**config.mk**
```make
export PLATFORM = sky130hd
export DESIGN_NAME = prx_dev_flat
export DESIGN_NICKNAME = d
export VERILOG_FILES = /design/src/rtl/prx_pkg.sv /design/src/rtl/prx_link_if.sv /design/src/rtl/prx_dev.sv /design/src/rtl/prx_persist.sv /design/src/flat_wrapper.sv
export SDC_FILE = /design/constraint.sdc
export NUM_CORES = 1
export LEC_CHECK = 0
export ABC_AREA = 1
export ABC_CLOCK_PERIOD_IN_PS = 11600
export CAP_MARGIN = 30
export CORE_ASPECT_RATIO = 0.6
export CORE_MARGIN = 2
export CORE_UTILIZATION = 51
export CTS_BUF_LIST = sky130_fd_sc_hd__clkbuf_8 sky130_fd_sc_hd__clkbuf_16
export DETAILED_ROUTE_END_ITERATION = 8
export DONT_BUFFER_PORTS = 1
export PLACE_DENSITY = 0.66
export SETUP_SLACK_MARGIN = 0.15
export SYNTH_ARGS = -nofsm -noshare
export SYNTH_HDL_FRONTEND = slang
export SYNTH_SLANG_ARGS = --single-unit
```
**constraint.sdc**
```tcl
create_clock -name clk -period 11.6 [get_ports clk]
set_input_delay 0 -clock clk [delete_from_list [all_inputs] [get_ports clk]]
set_output_delay 0 -clock clk [all_outputs]
set_load 0.1 [all_outputs]
```
**src/rtl/prx_pkg.sv**
```systemverilog
// Constants shared by both ends of the proximity readout link
package prx_pkg;
   // Register offsets
   localparam logic [7:0] ADDR_CTRL = 8'h09;
   localparam logic [7:0] ADDR_RESULT = 8'h0a;
   localparam logic [7:0] ADDR_UPPER = 8'h0b;
   localparam logic [7:0] ADDR_LOWER = 8'h0c;
   localparam logic [7:0] ADDR_SOURCE = 8'h0d;
   localparam logic [7:0] ADDR_UV = 8'h0e;
   localparam logic [7:0] ADDR_AMB = 8'h10;
   localparam logic [7:0] ADDR_IRQ_STAT = 8'h20;
   localparam logic [7:0] ADDR_IRQ_MASK = 8'h21;
   localparam logic [7:0] ADDR_CAL = 8'ha2;
   localparam logic [7:0] ADDR_OFFSET = 8'ha5;
   localparam logic [7:0] ADDR_TRIM = 8'ha6;
   // Field positions
   localparam int CTRL_TRIG_BIT = 7;
   localparam int CTRL_PT_LSB = 4;
   localparam int CTRL_CUR_LSB = 2;
   localparam int CTRL_PRST_LSB = 0;
   localparam int AMB_LOW_BIT = 5;
   localparam int AMB_HIGH_BIT = 3;
   localparam int IRQ_HIGH_BIT = 0;
   localparam int IRQ_LOW_BIT = 1;
   // Reset values
   localparam logic [7:0] RST_CTRL = 8'h00;
   localparam logic [7:0] RST_UPPER = 8'hff;
   localparam logic [7:0] RST_LOWER = 8'h00;
   localparam logic [7:0] RST_SOURCE = 8'h00;
   localparam logic [7:0] RST_CAL = 8'h80;
   localparam logic [7:0] RST_ZERO = 8'h00;
   // Emitter source codes
   localparam logic [3:0] MULT_X2 = 4'h8;
   localparam logic [3:0] MULT_X10 = 4'h5;
   localparam logic [3:0] MULT_X20 = 4'hd;
   localparam logic [3:0] TYPE_IR = 4'h0;
   localparam logic [3:0] TYPE_GREEN = 4'h5;
   // Calibration unity shift
   localparam int CAL_SHIFT = 7;
   // Lux arithmetic
   localparam logic [39:0] LUX_RATIO_X100 = 40'h0d;
   localparam logic [39:0] LOW_FACTOR = 40'h2a;
   localparam logic [39:0] HIGH_MULT = 40'h40;
   localparam logic [15:0] DISCARD_ALL = 16'hffff;
   localparam logic [15:0] DISCARD_MIN = 16'h01ff;
   localparam logic [1:0] GAIN_X4 = 2'h2;
   localparam logic [1:0] GAIN_X8 = 2'h3;
endpackage

```
**src/rtl/prx_link_if.sv**
```systemverilog
// Register link between host controller and sensor device
`timescale 1ns/1ps
`default_nettype none
interface prx_link_if;
   logic [7:0] addr;
   logic [7:0] wdata;
   logic wr;
   logic rd;
   logic [7:0] rdata;
   logic int_n;
   modport dev (input addr, input wdata, input wr, input rd,
      output rdata, output int_n);
   modport host (output addr, output wdata, output wr, output rd,
      input rdata, input int_n);
endinterface
`default_nettype wire

```
**src/rtl/prx_dev.sv**
```systemverilog
// Sensor end: proximity readout, limits, emitter setup, interrupt
//
// Summary of operation
// Proximity result readable as 8-bit value
// Interrupt above upper limit after count reached
// Interrupt below lower limit after count reached
// Persistence code 00..11 means 1..4 conversions
// Upper nibble multiplies base emitter current
// Lower nibble selects infrared or green; host gates
// Offset run stores measured offset automatically
// Host writes offset and trim at first use
// Host reruns offset after pulse/current change
// Host rewrites calibration; device corrects ambient data
// Host computes lux from ratio, gain, factors
// Host discards all-ones auto-scale reading
// Host discards 2^n-1 readings at high gain
// Host avoids highest auto-scale gain when possible
// Counter clears when conversion returns in range
`timescale 1ns/1ps
`default_nettype none
module prx_dev (
   input wire logic clk,
   input wire logic sys_rst,
   prx_link_if.dev link,
   input wire logic prox_enable,
   input wire logic prox_valid,
   input wire logic [7:0] prox_data,
   input wire logic uv_valid,
   input wire logic [7:0] uv_data,
   input wire logic offset_valid,
   input wire logic [7:0] offset_data,
   input wire logic als_valid,
   input wire logic [15:0] als_raw,
   output logic offset_run,
   output logic [2:0] pulse_time_code,
   output logic [9:0] drive_half_ma,
   output logic emitter_green,
   output logic [7:0] offset_value,
   output logic [7:0] pulse_trim,
   output logic [15:0] als_corr,
   output logic als_corr_valid,
   output logic irq
);
   logic [7:0] ctrl_r, ctrl_nxt;
   logic [7:0] result_r, result_nxt;
   logic [7:0] upper_r, upper_nxt;
   logic [7:0] lower_r, lower_nxt;
   logic [7:0] source_r, source_nxt;
   logic [7:0] uv_r, uv_nxt;
   logic [7:0] amb_r, amb_nxt;
   logic [7:0] cal_r, cal_nxt;
   logic [7:0] offset_r, offset_nxt;
   logic [7:0] trim_r, trim_nxt;
   logic [1:0] stat_r, stat_nxt;
   logic [1:0] mask_r, mask_nxt;
   logic [7:0] rdata_r, rdata_nxt;
   logic [15:0] corr_r, corr_nxt;
   logic corr_vld_r, corr_vld_nxt;
   logic [9:0] drive_r, drive_nxt;
   logic green_r, green_nxt;
   logic high_evt, low_evt;
   logic [1:0] evt;
   logic [1:0] clr;
   logic [23:0] prod;

   // Base current in 0.5 mA steps
   function automatic logic [9:0] base_half_ma(input logic [1:0] code);
      case (code)
         2'h0: base_half_ma = 10'h005;
         2'h1: base_half_ma = 10'h00a;
         2'h2: base_half_ma = 10'h014;
         default: base_half_ma = 10'h01e;
      endcase
   endfunction

   // Current multiplier, unknown codes act as x1
   function automatic logic [9:0] mult(input logic [3:0] code);
      case (code)
         prx_pkg::MULT_X2: mult = 10'h002;
         prx_pkg::MULT_X10: mult = 10'h00a;
         prx_pkg::MULT_X20: mult = 10'h014;
         default: mult = 10'h001;
      endcase
   endfunction

   prx_persist #(
      .W(8)
   ) u_persist (
      .clk(clk),
      .sys_rst(sys_rst),
      .sample_valid(prox_valid),
      .sample(prox_data),
      .upper(upper_r),
      .lower(lower_r),
      .setting(ctrl_r[prx_pkg::CTRL_PRST_LSB +: 2]),
      .high_evt(high_evt),
      .low_evt(low_evt)
   );

   always_comb begin
      ctrl_nxt = ctrl_r;
      upper_nxt = upper_r;
      lower_nxt = lower_r;
      source_nxt = source_r;
      amb_nxt = amb_r;
      cal_nxt = cal_r;
      offset_nxt = offset_r;
      trim_nxt = trim_r;
      mask_nxt = mask_r;
      clr = 2'h0;
      if (link.wr) begin
         case (link.addr)
            prx_pkg::ADDR_CTRL: ctrl_nxt = link.wdata;
            prx_pkg::ADDR_UPPER: upper_nxt = link.wdata;
            prx_pkg::ADDR_LOWER: lower_nxt = link.wdata;
            prx_pkg::ADDR_SOURCE: source_nxt = link.wdata;
            prx_pkg::ADDR_AMB: amb_nxt = link.wdata;
            prx_pkg::ADDR_CAL: cal_nxt = link.wdata;
            prx_pkg::ADDR_OFFSET: offset_nxt = link.wdata;
            prx_pkg::ADDR_TRIM: trim_nxt = link.wdata;
            prx_pkg::ADDR_IRQ_STAT: clr = link.wdata[1:0];
            prx_pkg::ADDR_IRQ_MASK: mask_nxt = link.wdata[1:0];
            default: clr = 2'h0;
         endcase
      end
      // Finished offset run overrides a same-cycle write
      if (offset_valid && ctrl_r[prx_pkg::CTRL_TRIG_BIT] && prox_enable) begin
         offset_nxt = offset_data;
         ctrl_nxt[prx_pkg::CTRL_TRIG_BIT] = 1'b0;
      end
      result_nxt = prox_valid ? prox_data : result_r;
      uv_nxt = uv_valid ? uv_data : uv_r;
      evt = 2'h0;
      evt[prx_pkg::IRQ_HIGH_BIT] = high_evt;
      evt[prx_pkg::IRQ_LOW_BIT] = low_evt;
      stat_nxt = (stat_r & ~clr) | evt;
      // Ambient correction by calibration value
      prod = {8'h00, als_raw} * {16'h0000, cal_r};
      if (prod[23:prx_pkg::CAL_SHIFT+16] != '0) begin
         corr_nxt = 16'hffff;
      end else begin
         corr_nxt = prod[prx_pkg::CAL_SHIFT +: 16];
      end
      if (!als_valid) begin
         corr_nxt = corr_r;
      end
      corr_vld_nxt = als_valid;
      drive_nxt = base_half_ma(ctrl_r[prx_pkg::CTRL_CUR_LSB +: 2])
         * mult(source_r[7:4]);
      green_nxt = source_r[3:0] == prx_pkg::TYPE_GREEN;
      rdata_nxt = 8'h00;
      if (link.rd) begin
         case (link.addr)
            prx_pkg::ADDR_CTRL: rdata_nxt = ctrl_r;
            prx_pkg::ADDR_RESULT: rdata_nxt = result_r;
            prx_pkg::ADDR_UPPER: rdata_nxt = upper_r;
            prx_pkg::ADDR_LOWER: rdata_nxt = lower_r;
            prx_pkg::ADDR_SOURCE: rdata_nxt = source_r;
            prx_pkg::ADDR_UV: rdata_nxt = uv_r;
            prx_pkg::ADDR_AMB: rdata_nxt = amb_r;
            prx_pkg::ADDR_CAL: rdata_nxt = cal_r;
            prx_pkg::ADDR_OFFSET: rdata_nxt = offset_r;
            prx_pkg::ADDR_TRIM: rdata_nxt = trim_r;
            prx_pkg::ADDR_IRQ_STAT: rdata_nxt = {6'h00, stat_r};
            prx_pkg::ADDR_IRQ_MASK: rdata_nxt = {6'h00, mask_r};
            default: rdata_nxt = 8'h00;
         endcase
      end
   end

   always_ff @(posedge clk) begin
      if (sys_rst) begin
         ctrl_r <= prx_pkg::RST_CTRL;
         result_r <= prx_pkg::RST_ZERO;
         upper_r <= prx_pkg::RST_UPPER;
         lower_r <= prx_pkg::RST_LOWER;
         source_r <= prx_pkg::RST_SOURCE;
         uv_r <= prx_pkg::RST_ZERO;
         amb_r <= prx_pkg::RST_ZERO;
         cal_r <= prx_pkg::RST_CAL;
         offset_r <= prx_pkg::RST_ZERO;
         trim_r <= prx_pkg::RST_ZERO;
         stat_r <= 2'h0;
         mask_r <= 2'h0;
         rdata_r <= 8'h00;
         corr_r <= 16'h0000;
         corr_vld_r <= 1'b0;
         drive_r <= 10'h000;
         green_r <= 1'b0;
      end else begin
         ctrl_r <= ctrl_nxt;
         result_r <= result_nxt;
         upper_r <= upper_nxt;
         lower_r <= lower_nxt;
         source_r <= source_nxt;
         uv_r <= uv_nxt;
         amb_r <= amb_nxt;
         cal_r <= cal_nxt;
         offset_r <= offset_nxt;
         trim_r <= trim_nxt;
         stat_r <= stat_nxt;
         mask_r <= mask_nxt;
         rdata_r <= rdata_nxt;
         corr_r <= corr_nxt;
         corr_vld_r <= corr_vld_nxt;
         drive_r <= drive_nxt;
         green_r <= green_nxt;
      end
   end

   assign link.rdata = rdata_r;
   assign irq = |(stat_r & mask_r);
   assign link.int_n = ~(|(stat_r & mask_r));
   assign offset_run = ctrl_r[prx_pkg::CTRL_TRIG_BIT] && prox_enable;
   assign pulse_time_code = ctrl_r[prx_pkg::CTRL_PT_LSB +: 3];
   assign drive_half_ma = drive_r;
   assign emitter_green = green_r;
   assign offset_value = offset_r;
   assign pulse_trim = trim_r;
   assign als_corr = corr_r;
   assign als_corr_valid = corr_vld_r;
endmodule
`default_nettype wire

```
**src/rtl/prx_persist.sv**
```systemverilog
// Threshold compare with consecutive-count filter
`timescale 1ns/1ps
`default_nettype none
module prx_persist #(
   parameter int W = 8
) (
   input wire logic clk,
   input wire logic sys_rst,
   input wire logic sample_valid,
   input wire logic [W-1:0] sample,
   input wire logic [W-1:0] upper,
   input wire logic [W-1:0] lower,
   input wire logic [1:0] setting,
   output logic high_evt,
   output logic low_evt
);
   logic [2:0] cnt_r, cnt_nxt;
   logic dir_r, dir_nxt;
   logic high_r, high_nxt;
   logic low_r, low_nxt;
   logic above, below, hit;
   logic [2:0] need;

   always_comb begin
      above = sample > upper;
      below = sample < lower;
      need = {1'b0, setting} + 3'h1;
      cnt_nxt = cnt_r;
      dir_nxt = dir_r;
      hit = 1'b0;
      if (sample_valid) begin
         if (!above && !below) begin
            cnt_nxt = 3'h0;
         end else if (cnt_r == 3'h0 || above != dir_r) begin
            cnt_nxt = 3'h1;
            dir_nxt = above;
            hit = need == 3'h1;
         end else if (cnt_r < need) begin
            cnt_nxt = cnt_r + 3'h1;
            hit = cnt_nxt == need;
         end
      end
      high_nxt = hit && above;
      low_nxt = hit && below;
   end

   always_ff @(posedge clk) begin
      if (sys_rst) begin
         cnt_r <= 3'h0;
         dir_r <= 1'b0;
         high_r <= 1'b0;
         low_r <= 1'b0;
      end else begin
         cnt_r <= cnt_nxt;
         dir_r <= dir_nxt;
         high_r <= high_nxt;
         low_r <= low_nxt;
      end
   end

   assign high_evt = high_r;
   assign low_evt = low_r;
endmodule
`default_nettype wire

```
**src/flat_wrapper.sv**
```systemverilog
// flat-port wrapper written by rule: the top's interface ports become plain ports
module prx_dev_flat 
  (clk, sys_rst, prox_enable, prox_valid, prox_data, uv_valid, uv_data, offset_valid, offset_data, als_valid, als_raw, offset_run, pulse_time_code, drive_half_ma, emitter_green, offset_value, pulse_trim, als_corr, als_corr_valid, irq, link_addr, link_wdata, link_wr, link_rd, link_rdata, link_int_n);
  prx_link_if link_i ();
  input wire logic clk;
  input wire logic sys_rst;
  input wire logic prox_enable;
  input wire logic prox_valid;
  input wire logic [7:0] prox_data;
  input wire logic uv_valid;
  input wire logic [7:0] uv_data;
  input wire logic offset_valid;
  input wire logic [7:0] offset_data;
  input wire logic als_valid;
  input wire logic [15:0] als_raw;
  output logic offset_run;
  output logic [2:0] pulse_time_code;
  output logic [9:0] drive_half_ma;
  output logic emitter_green;
  output logic [7:0] offset_value;
  output logic [7:0] pulse_trim;
  output logic [15:0] als_corr;
  output logic als_corr_valid;
  output logic irq;
  input wire logic [$bits(link_i.addr)-1:0] link_addr;
  input wire logic [$bits(link_i.wdata)-1:0] link_wdata;
  input wire logic [$bits(link_i.wr)-1:0] link_wr;
  input wire logic [$bits(link_i.rd)-1:0] link_rd;
  output wire logic [$bits(link_i.rdata)-1:0] link_rdata;
  output wire logic [$bits(link_i.int_n)-1:0] link_int_n;
  assign link_i.addr = link_addr;
  assign link_i.wdata = link_wdata;
  assign link_i.wr = link_wr;
  assign link_i.rd = link_rd;
  assign link_rdata = link_i.rdata;
  assign link_int_n = link_i.int_n;
  prx_dev u_core (.clk(clk), .sys_rst(sys_rst), .link(link_i), .prox_enable(prox_enable), .prox_valid(prox_valid), .prox_data(prox_data), .uv_valid(uv_valid), .uv_data(uv_data), .offset_valid(offset_valid), .offset_data(offset_data), .als_valid(als_valid), .als_raw(als_raw), .offset_run(offset_run), .pulse_time_code(pulse_time_code), .drive_half_ma(drive_half_ma), .emitter_green(emitter_green), .offset_value(offset_value), .pulse_trim(pulse_trim), .als_corr(als_corr), .als_corr_valid(als_corr_valid), .irq(irq));
endmodule
```
# After elaboration in Yosys (flattened, before gate mapping)
# Cells that the tools add are included.
[totals]
ff_bits = 126
elab_cells = 101
[op_classes]
multipliers = 2
add_sub_neg = 2
reduce_logical = 28
n_mux = 16
n_lt_le_gt_ge = 3
eq_ne = 21
bitwise_logic = 7
[op_table]
columns = ["op", "n"]
rows = [
  ["8-bit case mux with 12 select lines", 1],
  ["8-bit by 4-bit == test with 1-bit output (second input constant)", 6],
  ["5-bit case mux with 3 select lines", 2],
  ["8-bit == test (second input constant)", 3],
  ["16-bit by 8-bit multiplier with 24-bit output", 1],
  ["8-bit 2-to-1 mux", 3],
  ["2-bit AND reduction", 10],
  ["8-bit by 6-bit == test with 1-bit output (second input constant)", 2],
  ["16-bit 2-to-1 mux", 1],
  ["5-bit by 5-bit multiplier with 10-bit output", 1],
  ["3-bit 2-to-1 mux", 3],
  ["4-bit by 3-bit == test with 1-bit output (second input constant)", 2],
  ["4-bit == test (second input constant)", 2],
  ["8-bit by 5-bit == test with 1-bit output (second input constant)", 1],
  ["8-bit > comparator", 1],
  ["8-bit less-than comparator", 1],
  ["1-bit logical AND", 6],
  ["2-bit OR reduction", 3],
  ["2-bit bitwise AND", 2],
  ["1-bit 2-to-1 mux", 4],
  ["2-bit 2-to-1 mux", 2],
  ["2-bit nonzero test", 2],
  ["2-bit by 1-bit adder with 3-bit output (second input constant)", 1],
  ["3-bit by 1-bit adder with 3-bit output (second input constant)", 1],
  ["15 further kinds", 18],
]

# Longest topological paths before layout
# Gate-level depths: netlist (run 1).
[logic_depth]
word_depth = 7
ltp_mapped = 25
depth_no_buf = 24

# Hierarchy
# A second synthesis (run 1) with hierarchy kept.
[unflattened]
hier_cells = 1644
hier_area_um2 = 11272.1
[modules_own_cells]
columns = ["module", "seq_area_each_um2", "n_inst", "cells_each", "area_per_inst_um2"]
rows = [
  ["prx_dev", 2402.3, 1, 1517, 10378.7],
  ["prx_persist", 120.1, 1, 127, 893.4],
]

# Worst setup path before layout (run 1)
# Ideal clock, no wire load.
[synth_path]
path_type = "register to register"
start = "reg u_core.cal_r[7]"
end = "reg u_core.corr_r[11] (netlist: u_core.als_corr[11])"
stages_incl_launch_ff = 21
arrival_time_ns = 4.415
required_time_ns = 11.477
path_buffers = 2
synth_period_minus_slack_ns = 4.538
slack_ns = 7.062
setup_ns = 0.123
path_cell_list = "dfxtp_1 > clkbuf_1 > clkbuf_1 > nand2_1 > fa_1 > fa_1 > inv_1 > fa_1 > inv_1 > fa_1 > inv_1 > ha_1 > nand2_1 > nor2_1 > nand2_1 > nor3b_1 > nand2_1 > nand4_1 > nand3_2 > inv_2 > a21oi_1"
[synth_between]
elab_chain_len = 2
[synth_lines]
columns = ["element", "line", "rtl"]
rows = [
  ["start: declaration", "prx_dev.sv:51", "logic [7:0] cal_r, cal_nxt;"],
  ["start signal: assignment", "prx_dev.sv:180", "cal_r <= prx_pkg::RST_CAL;"],
  ["start signal: assignment", "prx_dev.sv:198", "cal_r <= cal_nxt;"],
  ["16-bit by 8-bit multiplier with 24-bit output", "prx_dev.sv:138", "prod = {8'h00, als_raw} * {16'h0000, cal_r};"],
  ["16-bit 2-to-1 mux", "prx_dev.sv:139", "if (prod[23:prx_pkg::CAL_SHIFT+16] != '0) begin"],
  ["end signal: assignment", "prx_dev.sv:204", "corr_r <= corr_nxt;"],
  ["end: declaration", "prx_dev.sv:57", "logic [15:0] corr_r, corr_nxt;"],
]
# Every way passes these cells.
# A chain may end at the register's enable or synchronous reset.

# Worst setup path after layout (run 1)
[layout_path]
start = "reg u_core.cal_r[4]"
end = "reg u_core.corr_r[4] (netlist: u_core.als_corr[4])"
# Same word-level chain as after synthesis.

==> impl_metrics.ini, run 1 <==
[placed_design]
preCtsSetupSlack_ns = 6.417
dp_cells = 1762
dp_hpwl_mm = 24.85
finalWeightedCongestion = 1.008
portBuffers = 0

[sta]
relSlewSlack = 0.3043
hold_viol = 0
setup_tns_ns = 0
worstMarginPinSlew_ns = 1.042
timing.final.crit_share = 0.4656
fmax_ghz = 0.1852
period_minus_slack_ns = 5.401
whs_ns = 0.01731
setup_viol = 0
finClkSkew_ns = 0.008086
rsz0062_at_grt = no
maxSlewViolCount = 0
fin_ws_ns = 6.199

[finish]
final_nets = 1804
fill_cells = 1932
area_growth_pct = 16.86
final_cell_count_no_fill = 1859
num_antenna_cells = 0
drive_gt1_frac = 0.04304
largest_reg_flops = 16

[run]
maxCapViolCount = 0

[yosys]
synth_flop_cell = dfxtp_1
synthCells = 1525
ys_types = 41
synth_area_leaders = dfxtp_1 (24%), fa_1 (17%), inv_1 (13%)
yosys_warnings = 0
synth-async-reset-ratio = 0
avgSynthCellArea_um2 = 7.037
ys_seq_elements = 126
yosysTopAreaCellShare = 0.2350
synth_nets = 1762
ys_seq_area_frac = 0.2350
synth_edf_count = 0
syn_area_um2 = 10730
yosys.area.top_type = dfxtp_1

[cts]
post_cts_buffers = 0
cts_buffer_depth = 2
cts_tree = done
htreeDepth = 4
cts.sinks = 126
cts.repair.resized = 0
path_clk_slew_ns = 0.07
cts-root-buf = clkbuf_16
clk_latency_ns = 0.43
cts_inserted_buffers = 17

[drt]
routed_wl_mm = 32.70
first_pass_iters = 7
viasPerCell = 5.344
ant_nets = 0
drcViolationCount = 0
first_iter_violations = 1236
wl_per_cell_um = 17.59
vias = 9934

[global_route]
gr-max-usage-layer = met1
antenna_found_initial = 2
grt_pass1_wl_mm = 51.38
grt_pass1_vias = 9283
track_usage = 0.3045
gr-usage-met1 = 0.4708
use_met3 = 0.1073
grt_overflow = 0
grt_use_met2 = 0.3971
grt_start_max_net_pins = 81

[power]
power_leakage_nw = 6.768
ir_drop_mv = 0.1099
p_per_area_nw_per_um2 = 93.06

[run_status]
status = complete, no violations

[die]
dieArea_um2 = 22260
fp.coreArea_um2 = 20830
start_util = 0.5153
num_rows = 41
pin_count = 123
die_w_um = 191.3
die_height_um = 116.4

[critical_path]
crit_path_max_fanout = 18
start_kind = flop
criticalPathCategory = flop to flop
endpoint_kind = flop
arrival_ns = 5.72
cp.required_ns = 11.92

[hold_path]
min_path_type = input pin to flop
[critical path, cell delays in order (launching register included)]
cell and delay [ns]:
dfxtp_1 0.83, nand2_1 0.17, fa_1 0.54, fa_1 0.50
inv_1 0.05, fa_1 0.53, inv_1 0.06, fa_1 0.54
inv_1 0.05, ha_1 0.36, nand2_1 0.17, inv_1 0.07
a21oi_1 0.24, nor2_1 0.06, nor2_1 0.33, nand3_1 0.12
nand2_1 0.09, nand3_2 0.21, inv_2 0.25, a21oi_1 0.09
[final timing paths]
path	cells after the start	slack, ns	end	start
max	19	6.20	u_core.als_corr[4]$_SDFFE_PP0P_	u_core.cal_r[4]$_SDFFE_PP0P_
min	4	0.02	u_core.u_persist.low_evt$_SDFF_PP0_	prox_data[6]
max reg2reg	19	6.20	u_core.als_corr[4]$_SDFFE_PP0P_	u_core.cal_r[4]$_SDFFE_PP0P_
min reg2reg	1	0.45	u_core.emitter_green$_SDFF_PP0_	u_core.source_r[1]$_SDFFE_PP0P_
[cell type report]
class | count | area, um^2 | area share
flip-flops and latches | 126 | 2522 | 0.2011
well taps | 279 | 349.1 | 0.02784
clock inverters | 14 | 156.4 | 0.01247
multi-input cells | 948 | 6479 | 0.5166
inverters | 386 | 1449 | 0.1155
clock buffers | 18 | 439.2 | 0.03502
repair buffers | 88 | 1146 | 0.09139
[cell families (layout without fill, tap and decap cells)]
family                   after synthesis  in the layout  synth area share
AO/OA/AOI/OAI                        286            286            0.1456
adder cells (fa/ha/maj)              172            172            0.2642
flip-flops                           126            126            0.2350
buffers and inverters                451            506            0.1618
AND/OR/NAND/NOR                      477            477            0.1827
XOR/XNOR                              13             13           0.01061
[cell usage in the layout (no fill, tap or decap), types with 3 or more instances in the layout]
master | synthesis | final
buf_16 | 0 | 17
nand2_1 | 281 | 281
fa_1 | 91 | 91
clkinvlp_4 | 0 | 4
nand3_1 | 53 | 53
nor3_1 | 7 | 7
nor4_1 | 3 | 3
a211oi_1 | 4 | 4
xor2_1 | 9 | 9
o21ai_0 | 110 | 110
clkbuf_16 | 0 | 17
nor2_2 | 3 | 3
a21oi_1 | 108 | 108
o21bai_1 | 6 | 6
nand3b_1 | 3 | 3
inv_1 | 384 | 383
dfxtp_1 | 126 | 126
dlygate4sd3_1 | 0 | 61
o211ai_1 | 11 | 11
o22ai_1 | 22 | 21
inv_2 | 2 | 3
buf_1 | 7 | 6
xnor2_1 | 4 | 4
a31oi_1 | 15 | 15
inv_6 | 0 | 5
ha_1 | 81 | 81
nand4_1 | 12 | 12
nor2_1 | 107 | 107
[Yosys cell counts, drive strengths merged (3+ instances only)]
cell type / count
inv: 386
nand2: 283
dfxtp: 126
o21ai: 111
nor2: 110
a21oi: 108
fa: 91
ha: 81
nand3: 54
clkbuf: 43
buf: 22
o22ai: 22
a31oi: 15
nand4: 12
o211ai: 11
nor3: 9
xor2: 9
o21bai: 6
a211oi: 4
xnor2: 4
nand3b: 3
nor4: 3
[report_power, final]
group | switching (W) | leakage [nW] | internal [W]
clock network | 0.000231 | 0.280 | 0.000326
registers | 0.0000292 | 1.03 | 0.000443
logic | 0.0000868 | 5.46 | 0.0000521
total | 0.000347 | 6.77 | 0.000820
[stage by stage]
stage	cell area, um^2	util	power, W
after floorplan	10730	-	0.0005657
after global placement	10810	0.5192	0.0005793
after detailed placement	11240	0.5395	0.0005937
after CTS	12440	0.5974	0.001166
after global routing	12540	0.6021	0.001205
final	12540	0.6021	0.001167
[layer usage]
| metal | wire (um) | share of wire |
|---|---|---|
| met3 | 3871 | 0.12 |
| met4 | 433 | 0.013 |
| met5 | 26 | 0.00080 |
| met2 | 12610 | 0.39 |
| met1 | 15760 | 0.48 |
[timing repair]
| action | CTS | global route |
|---|---|---|
| hold endpoints to repair | 124 | 0 |
| hold buffers | 61 | 0 |
| setup endpoints to repair | 0 | 0 |
No activity file was read; power rests on OpenSTA's default activity.
==> run 2, diff against run 1 <==
Settings changed: ABC_AREA 1 to 0, ABC_CLOCK_PERIOD_IN_PS 11600 to 4370, PLACE_DENSITY 0.66 to 0.69.
Clock period 11.6 ns to 4.37 ns, I/O delays scaled along.
==> run 2 against run 1 <==
The run now ends with hold timing, setup timing left. Register-to-register slack got worse by 6.5 ns. Core utilization is 6.5 points higher. Cell count decreased by 13%. Total power grew to 2.7 times the previous value. First-iteration DRC count fell by 16%.
==> impl_metrics.ini, run 2 <==
[yosys]
synth-async-reset-ratio = 0
synth_edf_count = 0
synth_most_common_cell = inv_1
synth_area_leaders = dfxtp_1 (24%), fa_1 (18%), ha_1 (9.8%)
ys_seq_elements = 126
synth_nets = 1434
synth_flop_cell = dfxtp_1
synthCells = 1197
ys_types = 67
syn_area_um2 = 10360
yosysTopAreaCellShare = 0.2434
yosys.area.top_type = dfxtp_1
avgSynthCellArea_um2 = 8.656
synthTopCellsByCount = inv_1 (142), dfxtp_1 (126), and2_1 (113)
yosys_warnings = 0
ys_seq_area_frac = 0.2434

[drt]
ant_nets = 0
vias = 9315
drcViolationCount = 0
viasPerCell = 5.750
routed_wl_mm = 31.56
first_iter_violations = 1044
wl_per_cell_um = 19.48
first_pass_iters = 7

[global_route]
grt_use_met2 = 0.4096
gr-max-usage-layer = met1
grt_pass1_wl_mm = 48.78
grt_pass1_vias = 8834
antenna_found_initial = 2
grt_start_max_net_pins = 83
grt_overflow = 0
gr-usage-met1 = 0.4214
use_met3 = 0.1238
track_usage = 0.2937

[die]
start_util = 0.5189
die_w_um = 188.0
dieArea_um2 = 21510
fp.coreArea_um2 = 19970
num_rows = 40
pin_count = 123
die_height_um = 114.4

[sta]
whs_ns = -0.3262
setup_viol = 16
timing.final.crit_share = 1.066
relSlewSlack = 0.3020
rsz0062_at_grt = yes
hold_viol = 16
setup_tns_ns = -3.917
period_minus_slack_ns = 4.660
finClkSkew_ns = 0.01165
worstMarginPinSlew_ns = 1.046
maxSlewViolCount = 0
fin_ws_ns = -0.2897
fmax_ghz = 0.2146

[critical_path]
cpMostUsedCell = fa_1
worst_path_max_delay_cell = fa_1
crit_path_max_fanout = 7
arrival_ns = 4.96
cp_top_family = adder cells
crit_path_cell_trace = buf_6 > and2_4 > fa_1 > fa_1 > fa_1 > inv_1 > fa_1 > inv_2 > ha_4 > and3_4 > and2b_2 > a21oi_4 > o2111ai_4 > nand3_2 > o21ai_2 > xnor2_2 > clkbuf_16 > a311oi_2
criticalPathCategory = flop to flop
cp_num_buf_inv = 4
start_kind = flop
slowest_delay_ns = 0.51
cp.required_ns = 4.67
endpoint_kind = flop

[cts]
path_clk_slew_ns = 0.06
cts_tree = done
cts_buffer_depth = 2
cts-root-buf = clkbuf_16
cts_inserted_buffers = 17
cts.sinks = 126
htreeDepth = 4
clk_latency_ns = 0.44

[finish]
area_growth_pct = 28.50
fill_cells = 1588
final_common_cell = inv_1
final_cell_mix = inv_1 (135), dfxtp_1 (120), and2_1 (107), nand2_1 (94), nor2_1 (90)
largest_reg_flops = 16
final_nets = 1569
drive_gt1_frac = 0.1658

[run_status]
status = finished with violations
violations = hold timing, setup timing

[placed_design]
dp_hpwl_mm = 21.22
finalWeightedCongestion = 0.9353
portBuffers = 0

[power]
power_leakage_nw = 5.897
ir_drop_mv = 0.3045
p_per_area_nw_per_um2 = 234.3

[run]
maxCapViolCount = 0

[hold_path]
min_path_type = input pin to flop
==> run 2: cell types whose count changed in the layout (fill, tap and decap cells not counted), moves of 17 or more <==
cell	change
inv_1	-248
nand2_1	-187
and2_1	+107
o21ai_0	-102
buf_4	+59
mux2i_1	+35
a21oi_1	-30
dlygate4sd3_1	+23
o22ai_1	-21
nor2_1	-17
==> run 2: area by class of cell <==
cell class / instances / area [um^2] / share of cell area
Sequential cell: 126 / 2545 / 0.1911
Antenna cell: 2 / 5.005 / 0.0003759
Tap cell: 273 / 341.6 / 0.02566
Multi-Input combinational cell: 868 / 7476 / 0.5615
Inverter: 142 / 533.0 / 0.04003
Timing Repair Buffer: 177 / 1785 / 0.1341
Clock inverter: 13 / 175.2 / 0.01316
Clock buffer: 19 / 452.9 / 0.03402
==> run 2: per-layer routing <==
| metal | wire, um | vias up |
|---|---|---|
| met5 | 50 | - |
| met4 | 448 | 4 |
| met3 | 4322 | 58 |
| met2 | 12670 | 520 |
| met1 | 14060 | 4448 |
| li1 | - | 4285 |
==> run 2: worst reg2reg max path, cell delays in order, from the launching register on <==
cell and delay [ns]:
dfxtp_4 0.37, buf_6 0.13, and2_4 0.13, fa_1 0.46, fa_1 0.51, fa_1 0.50
inv_1 0.05, fa_1 0.49, inv_2 0.05, ha_4 0.24, and3_4 0.17, and2b_2 0.21
a21oi_4 0.26, o2111ai_4 0.14, nand3_2 0.11, o21ai_2 0.08, xnor2_2 0.32, clkbuf_16 0.25
a311oi_2 0.09
==> run 2: per-stage QoR <==
stage | instance area [um^2] | utilization | total power (W) | instances | setup slack (ns)
floorplan | 10630 | - | 0.001479 | 1197 | -0.04928
global placement | 11110 | 0.5563 | 0.001484 | 1466 | -0.1947
detailed placement | 11170 | 0.5592 | 0.001496 | 1469 | -0.3213
CTS | 12860 | 0.6440 | 0.003108 | 1593 | -0.2388
global route | 13310 | 0.6665 | 0.003204 | 1618 | -0.4474
finish | 13310 | 0.6667 | 0.003120 | 1620 | -0.2897
==> run 2: report_power, final <==
part | internal, W | total (W) | switching [W]
clock | 0.000941 | 0.00155 | 0.000606
sequential | 0.00117 | 0.00126 | 0.0000951
combinational | 0.000147 | 0.000309 | 0.000162
==> run 2: path summary, 6_finish.rpt <==
path | startpoint | end | slack (ns) | cells after the start
min reg2reg | u_core.source_r[3]$_SDFFE_PP0P_ | u_core.emitter_green$_SDFF_PP0_ | 0.45 | 1
min | als_valid | u_core.als_corr[15]$_SDFFE_PP0P_ | -0.33 | 1
max | u_core.cal_r[3]$_SDFFE_PP0P_ | u_core.als_corr[9]$_SDFFE_PP0P_ | -0.29 | 18
max reg2reg | u_core.cal_r[3]$_SDFFE_PP0P_ | u_core.als_corr[9]$_SDFFE_PP0P_ | -0.29 | 18
==> run 2: logic make-up (layout without fill, tap and decap cells) <==
kind of cell / after synthesis / after routing / synth area share
flops: 126 / 126 / 0.2434
other cells: 0 / 2 / 0
simple gates: 421 / 421 / 0.2037
xor+xnor: 24 / 24 / 0.02101
fa+ha+maj: 172 / 172 / 0.2736
buf+inv: 203 / 351 / 0.07559
compound gates: 213 / 213 / 0.1455
mux: 38 / 38 / 0.03707
==> run 2: what timing repair did <==
action	in CTS	in global routing
endpoints found under the hold margin	125	17
hold buffers	85	1
resized for setup	33	35
setup buffers	7	4
pin swaps	20	40
gates cloned	0	1
endpoints found under the setup margin	16	19
==> run 3, diff against run 2 <==
Settings changed: ABC_CLOCK_PERIOD_IN_PS 4370 to 4000, RECOVER_POWER from default to 25.
Clock period 4.37 ns to 4 ns, I/O delays scaled along.
==> run 3 against run 2 <==
The run ends with setup timing left. First-iteration DRC count down 9.9%. Worst hold slack better by 0.35 ns. Global-route usage up 0.59 points. Clock skew up 0.00068 ns. Clock power about the same. Register-to-register slack worse by 0.32 ns. Critical path depth up 1. Worst setup slack worse by 0.32 ns. Total power up 5.0%. Design area down 0.87%. Maximum frequency up 0.98%. Cell count up 0.19%. Critical path type unchanged. Critical endpoint unchanged. Largest cell class unchanged.
==> impl_metrics.ini, run 3 (synthesis gave the netlist of run 2 again) <==
[power]
p_per_area_nw_per_um2 = 248.2
power_leakage_nw = 5.846
ir_drop_mv = 0.3112

[sta]
timing.final.crit_share = 1.154
finClkSkew_ns = 0.01233
fin_ws_ns = -0.6143
maxSlewViolCount = 0
setup_viol = 16
period_minus_slack_ns = 4.614
hold_viol = 0
setup_tns_ns = -9.474
worstMarginPinSlew_ns = 1.219
fmax_ghz = 0.2167
relSlewSlack = 0.1811
rsz0062_at_grt = yes

[die]
die_w_um = 188.0
pin_count = 123
start_util = 0.5189
fp.coreArea_um2 = 19970
die_height_um = 114.4
dieArea_um2 = 21510
num_rows = 40

[drt]
first_iter_violations = 941
routed_wl_mm = 31.92
vias = 9401
viasPerCell = 5.792
drcViolationCount = 0
first_pass_iters = 7
ant_nets = 0
wl_per_cell_um = 19.67

[critical_path]
rrSetupSlack_ns = -0.61
cp.required_ns = 4.35
start_kind = flop
slowest_delay_ns = 0.52
crit_path_max_fanout = 15
endpoint_kind = flop
arrival_ns = 4.96
crit_start = u_core.cal_r[5]$_SDFFE_PP0P_
worst_path_max_delay_cell = fa_1
cpMostUsedCell = fa_1
criticalPathCategory = flop to flop
crit_path_cell_trace = buf_6 > nand2_4 > fa_1 > fa_1 > inv_1 > fa_1 > inv_1 > fa_1 > inv_2 > ha_4 > o21ai_2 > o31ai_2 > a21oi_2 > o2111ai_4 > nand3_2 > o21ai_2 > xnor2_2 > buf_12 > a311oi_2
rr_startpoint = u_core.cal_r[5]$_SDFFE_PP0P_

[cts]
cts_buffer_depth = 2
cts_inserted_buffers = 17
cts-root-buf = clkbuf_16
cts.sinks = 126
clk_latency_ns = 0.45
cts_tree = done
path_clk_slew_ns = 0.07
htreeDepth = 4

[hold_path]
min_path_type = input pin to flop
holdCritStartpoint = link_addr[2]

[finish]
final_cell_mix = inv_1 (138), dfxtp_1 (117), and2_1 (112), nand2_1 (95), fa_1 (91)
largest_reg_flops = 16
final_cell_count_no_fill = 1623
area_growth_pct = 27.38
drive_gt1_frac = 0.1609
final_common_cell = inv_1
final_nets = 1573

[placed_design]
dp_cells = 1481
dp_hpwl_mm = 21.94
finalWeightedCongestion = 0.9522
portBuffers = 0

[global_route]
grt_start_max_net_pins = 92
antenna_found_initial = 3
track_usage = 0.2995
grt_pass1_vias = 9049
grt_overflow = 0
grt_pass1_wl_mm = 49.62

[run_status]
status = finished with violations
violations = setup timing

[run]
maxCapViolCount = 0
## run 3: cell count changes in the layout (fill, tap and decap cells not counted), sizes merged
cell         change
buf             +10
bufinv           -2
clkbuf           -2
clkinv           +2
clkinvlp         +2
diode            -1
dlygate4sd3      -6
## run 3: cell type report
type                            count  area (um^2)
Clock buffer                       17        425.4
Clock inverter                     15        138.9
Fill cell                        1598         6771
Timing Repair Buffer              181         1804
Multi-Input combinational cell    868         7403
Tap cell                          273        341.6
Antenna cell                        1        2.502
Inverter                          142        533.0
Sequential cell                   126         2549
## run 3: power breakdown
group | switching (W) | leakage, nW | internal [W] | total (W)
sequential | 0.000104 | 1.03 | 0.00128 | 0.00138
clock | 0.000682 | 0.274 | 0.000863 | 0.00155
combinational | 0.000187 | 4.54 | 0.000163 | 0.000350
## run 3: timing repair
item                                   4_1_cts  5_1_grt
endpoints found under the hold margin      125        0
gates cloned                                 0        0
pin swaps                                   10       15
resized for setup                           24       22
setup endpoints to repair                   17       19
hold buffers                                81        0
buffers inserted                             8        3
## run 3: layer usage
layer | vias up | GRT usage | part of all wire
met2 | 502 | 0.4165 | 0.40
met3 | 63 | 0.1116 | 0.13
met5 | - | 0 | 0.00056
met1 | 4547 | 0.4371 | 0.45
li1 | 4285 | - | -
met4 | 4 | 0.07034 | 0.017
## run 3: path summary, 6_finish.rpt
| path | endpoint | cells after the start |
|---|---|---|
| min reg2reg | u_core.amb_r[1]$_SDFFE_PP0P_ | 2 |
| min | u_core.link.rdata[2]$_SDFF_PP0_ | 3 |
| max | u_core.als_corr[9]$_SDFFE_PP0P_ | 19 |
| max reg2reg | u_core.als_corr[9]$_SDFFE_PP0P_ | 19 |
## run 3: stage by stage
step	utilization	total power [W]	worst slack (ns)	hold slack (ns)	cell area [um^2]
final	0.6609	0.003276	-0.6143	0.01909	13200
after global routing	0.6609	0.003362	-0.7927	0.007834	13200
after CTS	0.6440	0.003262	-0.5924	0.01525	12860
after detailed placement	0.5660	0.001643	-0.6722	0.07985	11300
after global placement	0.5599	0.001623	-0.5662	0.08045	11180
after floorplan	-	0.001615	-0.4193	0.1472	10630
## run 3: critical path: cells and delay by family, from the launching register on
family	cells	cell delay [ns]
buffers and inverters	5	0.46
AND/OR/NAND/NOR	2	0.16
flip-flops	1	0.42
XOR/XNOR	1	0.10
AO/OA/AOI/OAI	6	1.12
adder cells (fa/ha/maj)	5	2.27
